==> src/core/acf_pkg.sv <==
// ==========================================================================
// Shared constants and types for the action command filter
// ==========================================================================
package acf_pkg;

  // Field widths of a received action message
  localparam int ACF_DEV_KEY_W   = 32;
  localparam int ACF_GRP_KEY_W   = 32;
  localparam int ACF_GRP_MASK_W  = 32;

  // Default number of action signals and queue depth
  localparam int ACF_NUM_SIGNALS = 4;
  localparam int ACF_QUEUE_DEPTH = 0;

  // Reset values of the stored keys and masks
  localparam logic [31:0] ACF_DEV_KEY_RST  = 32'h0000_0000;
  localparam logic [31:0] ACF_GRP_KEY_RST  = 32'h0000_0000;
  localparam logic [31:0] ACF_GRP_MASK_RST = 32'h0000_0000;

  // Latency from message strobe to action pulse, in cycles
  localparam int ACF_MATCH_LAT = 1;

  // Message evaluation state
  typedef enum logic [0:0] {
    ACF_IDLE,
    ACF_EVAL
  } acf_state_t;

endpackage : acf_pkg

==> src/core/acf_sig_match.sv <==
`timescale 1ns/100ps
// ==========================================================================
// Per-signal group match: mask overlap and group key equality
// ==========================================================================
module acf_sig_match
  import acf_pkg::*;
#(
  parameter int KEY_W  = ACF_GRP_KEY_W,
  parameter int MASK_W = ACF_GRP_MASK_W
) (
  input  wire logic [KEY_W-1:0]  msg_group_key,
  input  wire logic [MASK_W-1:0] msg_group_mask,
  input  wire logic [KEY_W-1:0]  group_match_key,
  input  wire logic [MASK_W-1:0] group_filter_mask,
  output logic                   group_hit
);

  logic mask_ok;
  logic key_ok;

  // Both group conditions must hold for this signal
  always_comb begin
    mask_ok   = |(msg_group_mask & group_filter_mask);
    key_ok    = (msg_group_key == group_match_key);
    group_hit = mask_ok && key_ok;
  end

endmodule : acf_sig_match

==> src/core/acf_action_filter.sv <==
`timescale 1ns/100ps
// Overview of operation
// Unconditional setting on lets commands pass with control channel closed.
// Write-only device key must equal message device key to fire anything.
// Read-only queue depth reports most scheduled commands pending at once.
// Signal index selector picks which signal's key and mask are accessed.
// Mask condition met when message mask AND stored mask is non-zero.
// Group condition met when message group key equals stored group key.
// Signal fires only when device key, mask and group key all match.
// Host message carries device key, group key and group mask.
// Raised signals route internally like digital input lines.
// Accepted message gives one-cycle pulse per matching signal; else none.
module acf_action_filter
  import acf_pkg::*;
#(
  parameter int NUM_SIGNALS = ACF_NUM_SIGNALS,
  parameter int QUEUE_DEPTH = ACF_QUEUE_DEPTH,
  parameter int SEL_W       = (NUM_SIGNALS > 1) ? $clog2(NUM_SIGNALS) : 1
) (
  input  wire logic                      mclk,
  input  wire logic                      rst_n,
  // Incoming action message, one-cycle strobe
  input  wire logic                      msg_valid,
  input  wire logic [ACF_DEV_KEY_W-1:0]  msg_device_key,
  input  wire logic [ACF_GRP_KEY_W-1:0]  msg_group_key,
  input  wire logic [ACF_GRP_MASK_W-1:0] msg_group_mask,
  // Primary control channel open status
  input  wire logic                      ctrl_channel_open,
  // Configuration
  input  wire logic                      unconditional_cmd_setting,
  input  wire logic                      device_key_wr,
  input  wire logic [ACF_DEV_KEY_W-1:0]  device_match_key,
  input  wire logic                      sel_wr,
  input  wire logic [SEL_W-1:0]          signal_index_select_in,
  output logic [SEL_W-1:0]               signal_index_select,
  input  wire logic                      group_key_wr,
  input  wire logic [ACF_GRP_KEY_W-1:0]  group_match_key_in,
  output logic [ACF_GRP_KEY_W-1:0]       group_match_key,
  input  wire logic                      group_mask_wr,
  input  wire logic [ACF_GRP_MASK_W-1:0] group_filter_mask_in,
  output logic [ACF_GRP_MASK_W-1:0]      group_filter_mask,
  output logic [31:0]                    scheduled_queue_depth,
  // Action signals, sourced like input lines
  output logic [NUM_SIGNALS-1:0]         action_signal
);

  // ========================================================================
  // Configuration storage
  // ========================================================================
  logic [ACF_DEV_KEY_W-1:0]  dev_key_r,  dev_key_nxt;
  logic [SEL_W-1:0]          sel_r,      sel_nxt;
  logic [ACF_GRP_KEY_W-1:0]  gkey_r  [NUM_SIGNALS];
  logic [ACF_GRP_KEY_W-1:0]  gkey_nxt[NUM_SIGNALS];
  logic [ACF_GRP_MASK_W-1:0] gmask_r  [NUM_SIGNALS];
  logic [ACF_GRP_MASK_W-1:0] gmask_nxt[NUM_SIGNALS];

  // Device key has no readback path: write-only by construction
  always_comb begin
    dev_key_nxt = dev_key_r;
    if (device_key_wr) begin
      dev_key_nxt = device_match_key;
    end
    sel_nxt = sel_r;
    if (sel_wr) begin
      sel_nxt = signal_index_select_in;
    end
  end

  always_ff @(posedge mclk) begin
    if (!rst_n) begin
      dev_key_r <= ACF_DEV_KEY_RST;
      sel_r     <= '0;
    end else begin
      dev_key_r <= dev_key_nxt;
      sel_r     <= sel_nxt;
    end
  end

  // Per-signal keys and masks, written through the selector
  logic [NUM_SIGNALS-1:0] grp_hit;

  for (genvar i = 0; i < NUM_SIGNALS; i++) begin : g_sig
    always_comb begin
      gkey_nxt[i]  = gkey_r[i];
      gmask_nxt[i] = gmask_r[i];
      if (group_key_wr && (sel_r == SEL_W'(i))) begin
        gkey_nxt[i] = group_match_key_in;
      end
      if (group_mask_wr && (sel_r == SEL_W'(i))) begin
        gmask_nxt[i] = group_filter_mask_in;
      end
    end

    always_ff @(posedge mclk) begin
      if (!rst_n) begin
        gkey_r[i]  <= ACF_GRP_KEY_RST;
        gmask_r[i] <= ACF_GRP_MASK_RST;
      end else begin
        gkey_r[i]  <= gkey_nxt[i];
        gmask_r[i] <= gmask_nxt[i];
      end
    end

    acf_sig_match u_match (
      .msg_group_key     (msg_group_key),
      .msg_group_mask    (msg_group_mask),
      .group_match_key   (gkey_r[i]),
      .group_filter_mask (gmask_r[i]),
      .group_hit         (grp_hit[i])
    );
  end

  // ========================================================================
  // Readback
  // ========================================================================
  // Out-of-range selector reads zero rather than aliasing another signal
  always_comb begin
    signal_index_select = sel_r;
    group_match_key     = '0;
    group_filter_mask   = '0;
    for (int k = 0; k < NUM_SIGNALS; k++) begin
      if (sel_r == SEL_W'(k)) begin
        group_match_key   = gkey_r[k];
        group_filter_mask = gmask_r[k];
      end
    end
    scheduled_queue_depth = 32'(QUEUE_DEPTH);
  end

  // ========================================================================
  // Message evaluation
  // ========================================================================
  logic                   accept;
  logic                   dev_ok;
  logic [NUM_SIGNALS-1:0] pulse_r, pulse_nxt;

  // Channel gate: closed channel blocks unless unconditional is on
  always_comb begin
    dev_ok = (msg_device_key == dev_key_r);
    accept = msg_valid && dev_ok &&
             (ctrl_channel_open || unconditional_cmd_setting);
    pulse_nxt = '0;
    if (accept) begin
      pulse_nxt = grp_hit;
    end
  end

  // Registered pulse; reloaded each cycle, so it lasts one cycle per accepted message
  always_ff @(posedge mclk) begin
    if (!rst_n) begin
      pulse_r <= '0;
    end else begin
      pulse_r <= pulse_nxt;
    end
  end

  assign action_signal = pulse_r;

  // Every signal follows its own match result, not only signal 0
  for (genvar j = 0; j < NUM_SIGNALS; j++) begin : g_chk

  end
endmodule : acf_action_filter

==> config.mk <==
export PLATFORM = sky130hd
export DESIGN_NAME = acf_action_filter
export DESIGN_NICKNAME = d
export VERILOG_FILES = /design/src/core/acf_pkg.sv /design/src/core/acf_sig_match.sv /design/src/core/acf_action_filter.sv
export SDC_FILE = /design/constraint.sdc
export NUM_CORES = 1
export LEC_CHECK = 0
export ABC_AREA = 1
export BUFFER_PORTS_ARGS = -buffer_cell sky130_fd_sc_hd__buf_2
export CORE_MARGIN = 2
export CORE_UTILIZATION = 55
export CTS_BUF_LIST = sky130_fd_sc_hd__clkbuf_16
export DETAILED_ROUTE_END_ITERATION = 10
export HOLD_SLACK_MARGIN = 0.06
export PLACE_DENSITY = 0.8
export SYNTH_ARGS = -nofsm -noshare
export SYNTH_HDL_FRONTEND = slang
export SYNTH_SLANG_ARGS = --single-unit
export TNS_END_PERCENT = 20
==> constraint.sdc <==
create_clock -name mclk -period 3.7 [get_ports mclk]
set_input_delay 0.185 -clock mclk [delete_from_list [all_inputs] [get_ports mclk]]
set_output_delay 0.185 -clock mclk [all_outputs]
set_load 0.03 [all_outputs]
After elaboration in Yosys (flattened, before gate mapping):

Memories as Yosys holds them, arrays and structs flattened.
Index checks and enable logic that the tools add are counted.
Widths: inputs -> output; s select.

* bits in writable memories: 256
* bits of input ports: 203
* memories kept: 2
* output and inout bits: 102
* logic and storage cells: 72
* bits in registers: 38

Memories
* gkey_r: words 4, bits a word 32, read ports 4, clocked after Yosys merged registers in 0, wr ports 4, line acf_action_filter.sv:52 `logic [ACF_GRP_KEY_W-1:0] gkey_r [NUM_SIGNALS];`
* gmask_r: words 4, bits a word 32, read ports 4, clocked after Yosys merged registers in 0, wr ports 4, line acf_action_filter.sv:54 `logic [ACF_GRP_MASK_W-1:0] gmask_r [NUM_SIGNALS];`

* reductions and logical operators: 21
* mux-type cells: 26
* eq/ne operators: 8
* bitwise gates (word level): 12

Operators by type and width (count)
* $mux 32: 24
* $eq 32x32->1: 5
* $and 32x32->32: 4
* $reduce_or 32->1: 4
* $logic_and 1x1->1: 14
* $or 1x1->1: 8
* $eq 2x2->1 const B: 2
* $eq 2x1->1 const B: 1
* $logic_not 2->1: 1
* $mux 1: 2
* $reduce_and 2->1: 1
* $logic_or 1x1->1: 1

Logic depth before layout (Yosys ltp):

Gate-level depths: netlist of run 1.

* word-level depth: 5
* mapped depth: 10
* depth with buffers taken out: 10

Cells and area by module:

Synthesis of run 1 repeated with hierarchy kept, for this count alone.

* cell total of the unflattened synthesis: 2195
* area total of the unflattened synthesis: 15492.4 sq um

By module, submodules not included
* acf_action_filter: seq. area each 5885.6 sq um, area an instance 12864.8 sq um, cells an instance 1655, times used 1
* acf_sig_match: seq. area each 0.0 sq um, area an instance 656.9 sq um, cells an instance 135, times used 4

Least setup slack after synthesis of run 1:

Ideal clock, no wire load.

* path type: register -> output
* start: register sel_r[0], in the netlist signal_index_select[0]
* end: output port group_filter_mask[10]
* arrival: 1.766 ns
* stages on the path, launching flop included: 5
* buffers on the path: 2
* slack: 1.749 ns
* required time: 3.515 ns
* path through: dfxtp_1 -> nand2_1 -> clkbuf_1 -> clkbuf_1 -> o21ai_0

* longest elaborated chain between the ends: 5
* elaborated cells between the ends (all ways): 8
* classes of those cells: 3 x eq/ne; 4 x mux; 1 x reduce/logical

Ends and longest elaborated chain
* start, declared: line acf_action_filter.sv:51 `logic [SEL_W-1:0] sel_r, sel_nxt;`
* start signal, assigned: line acf_action_filter.sv:75 `sel_r <= sel_nxt;`
* $logic_not 2->1: line acf_action_filter.sv:122 `if (sel_r == SEL_W'(k)) begin`
* $mux 32 (3 in a row): line acf_action_filter.sv:122
* $mux 32 (*): line acf_action_filter.sv:122
* end, declared: line acf_action_filter.sv:41 `output logic [ACF_GRP_MASK_W-1:0] group_filter_mask,`

Mark *: on every way between the ends. The rest lies on a longest branch, timed or not.

Final worst setup path of run 1:

* start: register sel_r[0], in the netlist signal_index_select[0]
* end: output port group_match_key[1]

* longest elaborated chain between the ends: 5
* elaborated cells between the ends (all ways): 8
* classes of those cells: 3 x eq/ne; 4 x mux; 1 x reduce/logical

Ends and longest elaborated chain
* $logic_not 2->1: line acf_action_filter.sv:122
* $mux 32 (3 in a row): line acf_action_filter.sv:122
* $mux 32 (*): line acf_action_filter.sv:122
* end, declared: line acf_action_filter.sv:38 `output logic [ACF_GRP_KEY_W-1:0] group_match_key,`

Marks and branches as above.

==> metrics.md, run 1 <==
| Metric | Value |
|---|---|
| Most frequent cells in the layout | nand2_1, o21ai_0, dfxtp_1 |
| Clock period minus final worst setup slack | 3090 ps |
| Area grow syn2layout | 21.4% |
| Max Cap Viol | 0 |
| PD cells | about 430 mW/mm^2 |
| Worst rel slew slack | a little under a fifth |
| Core area | 0.0269 sq mm |
| Fin worst setup slack | 608 ps |
| Post-synth cell types | 23 |
| Clk sinks | about 300 |
| Final wirelength | 47300 um |
| Slew Limit Fails | 0 |
| Initial DRC Count | 1440 |
| Worst-path maximum fanout | 26 |
| Clock Path Buffers | 3 |
| Setup violations, final | 0 |
| Mapped cell area | 0.0150 sq mm |
| Internal power | 5.49 mW |
| ANT nets after route | 0 |
| CTS tree | built |
| GR met2 Demand/Resource | 54.2% |
| Final setup TNS | 0 ps |
| Slew @ Worst Pin | ~1200 ps |
| M1 GR Usage | between 30 and 40% |
| DRT Pass-1 Iters | 6 |
| WP data required | 3510 ps |
| Unrepaired setup endpoints after global routing | no |
| Vias in the first global route | about 15000 |
| Initial core utilization | 56.0% |
| Num CTS Buffers | 31 |
| Gr usage total | 31.9% |
| Number of vias per cell | 5.47 |
| Max Freq | 0.323 GHz |
| Die Ht | 169 um |
| IO Count | 305 |
| Pre-CTS WS | 1260 ps |
| Slowest CP cell | nor2_4 |
| Peak VDD IR | 0.000371 V |
| H-tree lvl count | 1 |
| Commonest non-fill, non-tap cell in the layout | nand2_1 |
| Fin crit share | 83.6% |
| Nets | 2749 |
| Clk slew on worst S/H paths | 60 ps |
| Worst setup path category | reg -> out |
| Die W | around 170 um |
| Finished Layout Cells | between 2000 and 3000 |
| Sequential Power Share | 44.2% |
| GPL Wtd Cong | 0.943 |
| # DRC | 0 |
| Synth Instances | 2262 |
| Critical path's top delay family | buffers and inverters |
| Hpwl dp | 30600 um |
| Placed cells | 2753 |
| Sw Share | 29.7% |
| Clock Latency Late Sink | 560 ps |
| CP startpoint kind | register |
| # port buffers | 272 |
| CP Buf/Inv Count | 2 |
| Global route overflow | 0 |
| Std cell rows | 60 |
| Share of layout cells above drive strength 1 | 13.2% |
| Static Leak | roughly 8 nW |
| Clock power share | between 30% and 40% |
| HP Class | in -> reg |
| Switch Pwr | 2.32 mW |
| Clock root buffer | clkbuf_16 |
| Largest net degree at the start of global routing | 195 |
| Crit path DAT | roughly 2900 ps |
| CP Capture Type | output port |
| Grt peak-use layer | met2 |
| Final hold vios | 0 |
| Average size of a mapped cell | between 6 and 7 sq um |
| CP peak stage delay | 680 ps |
| Worst Clk Skew | 18.3 ps |
| Post CTS Setup Buffer Count | 0 |
| Die ar. | 0.0287 sq mm |
| Met3 Usage GRT | under 10% |
| Antenna violations before repair | 6 |
| Part of the power in combinational logic | 18.9% |
| Post-synthesis sequential area ratio | 39.1% |
| #FFs+latches synth | between 200 and 300 |
| First-pass GRT wire length | 74900 um |
| Status | complete, no violations |
| Avg WL per Cell | between 15 and 20 um |
| Via count | 15900 |
| Cell chain of the critical path | nor2_4 -> inv_1 -> o22ai_1 -> a21oi_1 -> o21ai_0 -> buf_2 |
| Warnings from Yosys | 0 |
-- repair_timing --
item / in CTS / in global routing
resized for setup: 0 / 0
hold buffers: 101 / 0
hold endpoints to repair: 290 / 0
-- cell usage after synthesis --
library cell    n  share of area (%)
clkbuf_1      101                2.5
a21oi_1       233                7.8
nand2_1       529                 13
xor2_1          2               0.12
dfxtp_1       294                 39
nand3_1        61                2.0
conb_1          1              0.025
buf_4          39                1.9
buf_2          21               0.70
o22ai_1        14               0.58
o21ai_0       303                 10
o211ai_1        1              0.050
nor2_4          1              0.075
buf_1           8               0.20
nand4_1         3               0.12
nand3b_1        2               0.10
nand2_2         2              0.083
xnor2_1        96                5.6
inv_2           3              0.075
buf_6           4               0.30
nor2_1        286                7.1
inv_1         206                5.1
a221oi_1       52                3.0
-- logic make-up (layout without fill, tap and decap cells) --
group	after synthesis	after routing	share of synthesized area, %
buffers and inverters	382	656	10.9
XOR/XNOR	98	98	5.71
flip-flops	294	294	39.1
other	1	37	0.0249
AND/OR/NAND/NOR	884	884	22.8
AO/OA/AOI/OAI	603	603	21.5
-- worst paths after layout --
| check | from | endpoint | slack [ps] | cells past startpoint |
|---|---|---|---|---|
| hold / removal | rst_n | dev_key_r[16] | 110 | 3 |
| setup reg to reg | signal_index_select[0] | gkey_r[1][12] | 1280 | 5 |
| setup / recovery | signal_index_select[0] | group_match_key[1] | 610 | 6 |
| hold reg to reg | gmask_r[3][17] | gmask_r[3][17] | 460 | 2 |
-- routing by layer --
metal | vias to the layer above | part of all wire (%)
li1 | 7801 | -
met1 | 7214 | 40
met2 | 775 | 46
met3 | 138 | 9.2
met4 | 6 | 4.0
met5 | - | 0.072
-- per-stage QoR --
stage          util, %  power [mW]  area [sq um]  hold WS [ps]
2_1_floorplan        -        4.43         15200           320
3_3_place_gp      60.7        4.84         16300           408
3_5_place_dp      60.7        4.87         16300           416
4_1_cts           67.9        7.80         18200          88.2
5_1_grt           67.9        8.14         18200           131
6_report          67.9        7.81         18300           108
-- tightest hold or removal path, cell delays in order --
cell,delay (ps)
buf_4,250
o21ai_0,130
a21oi_1,40
-- power groups by stage --
| stage | combinational, mW | sequential (mW) | clock, mW |
|---|---|---|---|
| finish | 1.48 | 3.45 | 2.88 |
| global route | 1.61 | 3.47 | 3.05 |
| CTS | 1.45 | 3.45 | 2.90 |
| detailed placement | 1.36 | 3.52 | 0 |
| global placement | 1.33 | 3.51 | 0 |
| floorplan | 0.943 | 3.49 | 0 |
-- flip-flops by register name, summed over array words and instances, names as in the netlist --
| signal | flops |
|---|---|
| gmask_r | 128 |
| gkey_r | 128 |
| signal_index_select | 2 |
| dev_key_r | 32 |
| action_signal | 4 |
-- area by class of cell --
type | count | area [sq um]
fill | 2260 | 8620
multi-input combinational | 1617 | 7650
sequential | 294 | 5890
timing repair buffer | 393 | 2570
inverter | 209 | 785
clock buffer | 31 | 776
tap | 341 | 427
clock inverter | 23 | 141
antenna | 5 | 12.5
Power figures use the tool's default switching activity.
==> run 2, diff against run 1 <==
ABC_AREA = 0   (was 1)
CORE_UTILIZATION = 50   (was 55)
PLACE_DENSITY = 0.77   (was 0.8)
clock period = 2.6 ns   (was 3.7 ns; I/O delays follow)
==> metrics.md, run 2 <==
| Metric | Value |
|---|---|
| Status | complete, no violations (unchanged) |
| Primary FF master, synth | dfxtp_1 (unchanged) |
| DRT Pass-1 Iters | 5 (was 6) |
| WP data required | 2470 ps (was 3510 ps) |
| Slew @ Worst Pin | 1090 ps (was 1210 ps) |
| HP Class | in -> reg (unchanged) |
| Clock power share | 40.7% (was 36.9%) |
| Num CTS Buffers | 34 (was 31) |
| GPL Wtd Cong | 1.02 (was 0.943) |
| Share of the synthesized area in the top cell type | 39.4% (was 39.1%) |
| CTS tree | built (unchanged) |
| Switch Pwr | 3.04 mW (was 2.32 mW) |
| PD cells | 592 mW/mm^2 (was 428 mW/mm^2) |
| Initial DRC Count | 1546 (was 1440) |
| Post-synthesis sequential area ratio | 39.4% (was 39.1%) |
| Top Registers | gkey_r: 128 flops, gmask_r: 128 flops, dev_key_r: 32 flops (unchanged) |
| Final wirelength | 50200 um (was 47300 um) |
| Synth Instances | 1650 (was 2262) |
| DP Area | 0.0165 sq mm (was 0.0163 sq mm) |
| Area leader, netlist | dfxtp_1 (unchanged) |
| Die Ht | 177 um (was 169 um) |
| Clk slew on worst S/H paths | 60 ps (about the same) |
| Worst Clk Skew | 32.7 ps (was 18.3 ps) |
| Clock root buffer | clkbuf_16 (unchanged) |
| Commonest non-fill, non-tap cell in the layout | nand2_1 (unchanged) |
| Nets | 2177 (was 2749) |
| Max Freq | 0.426 GHz |
| Grt peak-use layer | met2 (unchanged) |
| Hold Path End | action_signal[2] (was dev_key_r[16]) |
| CP Capture Type | output port (unchanged) |
| Number of vias per cell | 5.87 (was 5.47) |
| Hpwl dp | 33800 um (was 30600 um) |
| # DRC | 0 (unchanged) |
| Post-synth cell types | 25 (was 23) |
| Average size of a mapped cell | 9.05 sq um (was 6.65 sq um) |
| Clock Path Buffers | 3 (unchanged) |
| Clock period minus final worst setup slack | 2350 ps |
| Initial core utilization | 50.5% (was 56.0%) |
| Worst-path maximum fanout | 20 (was 26) |
| Warnings from Yosys | 0 (unchanged) |
| Peak VDD IR | 0.000576 V (was 0.000371 V) |
| Reg-to-reg critical path startpoint | signal_index_select[1] (was signal_index_select[0]) |
| GR met2 Demand/Resource | 49.6% (was 54.2%) |
| Setup violations, final | 0 (unchanged) |
| First-pass GRT wire length | 76100 um (was 74900 um) |
| Worst Setup SP | signal_index_select[0] (unchanged) |
| CP startpoint kind | register (unchanged) |
| Std cell rows | 63 (was 60) |
| Mapped cell area | 0.0149 sq mm (was 0.0150 sq mm) |
| Clk sinks | 294 (unchanged) |
| Core area | 0.0296 sq mm (was 0.0269 sq mm) |
| Vias in the first global route | 13800 (was 15500) |
| Antenna violations before repair | 11 (was 6) |
| Worst reg-to-reg path cell count | 4 (was 5) |
| FF-to-FF End | signal_index_select[1] (was gkey_r[1][12]) |
| Filler cell count in the final layout | 2409 (was 2260) |
| #FFs+latches synth | 294 (unchanged) |
| Final hold vios | 0 (unchanged) |
| Sequential Power Share | 44.0% (was 44.2%) |
| Die ar. | 0.0313 sq mm (was 0.0287 sq mm) |
| Internal power | 7.91 mW (was 5.49 mW) |
| Gr usage total | 31.3% (was 31.9%) |
| H-tree lvl count | 2 (was 1) |
| IO Count | 305 (unchanged) |
| M1 GR Usage | 40.7% (was 39.4%) |
| Fin crit share | 90.4% |
| Clock Latency Late Sink | 520 ps (was 560 ps) |
| Hold Path Depth | 5 (was 3) |
| Final hold slack | 153 ps (was 108 ps) |
| Slew Limit Fails | 0 (unchanged) |
| Main area contributors after synthesis | dfxtp_1, nand2_1, a21boi_1 (was dfxtp_1, nand2_1, o21ai_0) |
| Global route overflow | 0 (unchanged) |
| Final setup TNS | 0 ps (unchanged) |
| Die W | 177 um (was 169 um) |
| Met3 Usage GRT | 6.62% (was 6.41%) |
| Part of the power in combinational logic | 15.3% (was 18.9%) |
| Crit path DAT | 2220 ps (was 2910 ps) |
| Placed cells | 2228 (was 2753) |
| Post-synth EDFFs | 0 (unchanged) |
| Post-synth ARST share | 0% (unchanged) |
| Static Leak | 7.50 nW (was 7.78 nW) |
| ANT nets after route | 0 (unchanged) |
| Share of layout cells above drive strength 1 | 20.5% (was 13.2%) |
| Via count | 14000 (was 15900) |
| Worst setup path category | reg -> out (unchanged) |
| Sw Share | 27.8% (was 29.7%) |
| Area grow syn2layout | 23.9% (was 21.4%) |
| Avg WL per Cell | 21.0 um (was 16.2 um) |
| # port buffers | 272 (unchanged) |
| R2r setup slk | 770 ps (was 1280 ps) |
| Worst rel slew slack | 27.4% (was 18.8%) |
| Unrepaired setup endpoints after global routing | no (unchanged) |
| Finished Layout Cells | 2395 (was 2913) |
| Largest net degree at the start of global routing | 291 (was 195) |
| Hold Startpoint | msg_group_key[6] (was rst_n) |
| Top cells by count, synth | nand2_1, dfxtp_1, a21boi_1 (was nand2_1, o21ai_0, dfxtp_1) |
| Most common cell in the netlist | nand2_1 (unchanged) |
| Max Cap Viol | 0 (unchanged) |
| Most frequent cells in the layout | nand2_1, dfxtp_1, buf_2 (was nand2_1, o21ai_0, dfxtp_1) |
| Final instance area | 0.0185 sq mm (was 0.0183 sq mm) |
==> run 2: changes by cell type after synthesis, sizes merged, moves of 36 or more <==
cell	before	now
o21ai	303	0
nor2	287	1
a21boi	0	256
a21oi	233	0
inv	209	0
xor2	2	131
xnor2	96	29
mux4	0	64
nand3	61	5
clkbuf	101	55
nor4	0	38
nor2b	0	36
==> run 2: through the flow <==
step                      util [%]  setup WS [ps]  power [mW]
after global placement        55.7            790        6.39
after CTS                     62.5            228        11.0
after floorplan                  -            734        5.85
after detailed placement      55.7            752        6.42
final                         62.6            250        11.0
after global routing          62.6            151        11.3
==> run 2: logic make-up (layout without fill, tap and decap cells) <==
logic type                after synthesis  in the layout  share of synthesized area [%]
DFF                                   294            294                           39.4
AOI/OAI and AO/OA                     321            321                           16.4
muxes                                  98             98                           11.9
other                                   1             40                         0.0251
buffers and inverters                 140            456                           4.92
xor gates and xnor gates              160            160                           9.38
and+or+nand+nor                       636            636                           17.9
==> run 2: timing repair <==
action,4_1_cts,5_1_grt
endpoints found under the hold margin,290,0
gates resized for setup,0,0
hold buffers,100,0
setup buffers,0,0
==> run 2: worst max-delay path by stage <==
stage / slack, ps / cells past startpoint / endpoint
floorplan: 730 / 4 / group_match_key[10]
global placement: 790 / 3 / group_match_key[1]
detailed placement: 750 / 5 / action_signal[0]
CTS: 230 / 3 / group_match_key[1]
global route: 150 / 3 / group_match_key[1]
finish: 250 / 3 / group_match_key[1]
==> run 2: power by group through the flow <==
stage / combinational, mW / sequential [mW] / clock [mW]
final: 1.68 / 4.82 / 4.46
after global routing: 1.78 / 4.83 / 4.68
after CTS: 1.65 / 4.81 / 4.50
after detailed placement: 1.52 / 4.91 / 0
after global placement: 1.49 / 4.90 / 0
after floorplan: 1.00 / 4.85 / 0
==> run 2: metal layers <==
layer  share of wire [%]  vias up
li1                    -     6268
met1                  38     6685
met2                  46      905
met3                  11      184
met4                 4.8        6
met5               0.076        -
==> run 2: critical path, stage by stage (launching register included) <==
cell     delay (ps)
dfxtp_4         490
buf_4           420
mux4_2          560
buf_2           210
==> run 2: area by class of cell <==
| type | count | area (sq um) | area share, % |
|---|---|---|---|
| Timing Repair Buffer | 397 | 2660 | 14.4 |
| Multi-Input combinational cell | 1247 | 8430 | 45.6 |
| Tap cell | 390 | 488 | 2.64 |
| Clock buffer | 35 | 876 | 4.73 |
| Antenna cell | 8 | 20.0 | 0.108 |
| Sequential cell | 294 | 5890 | 31.8 |
| Clock inverter | 24 | 138 | 0.744 |
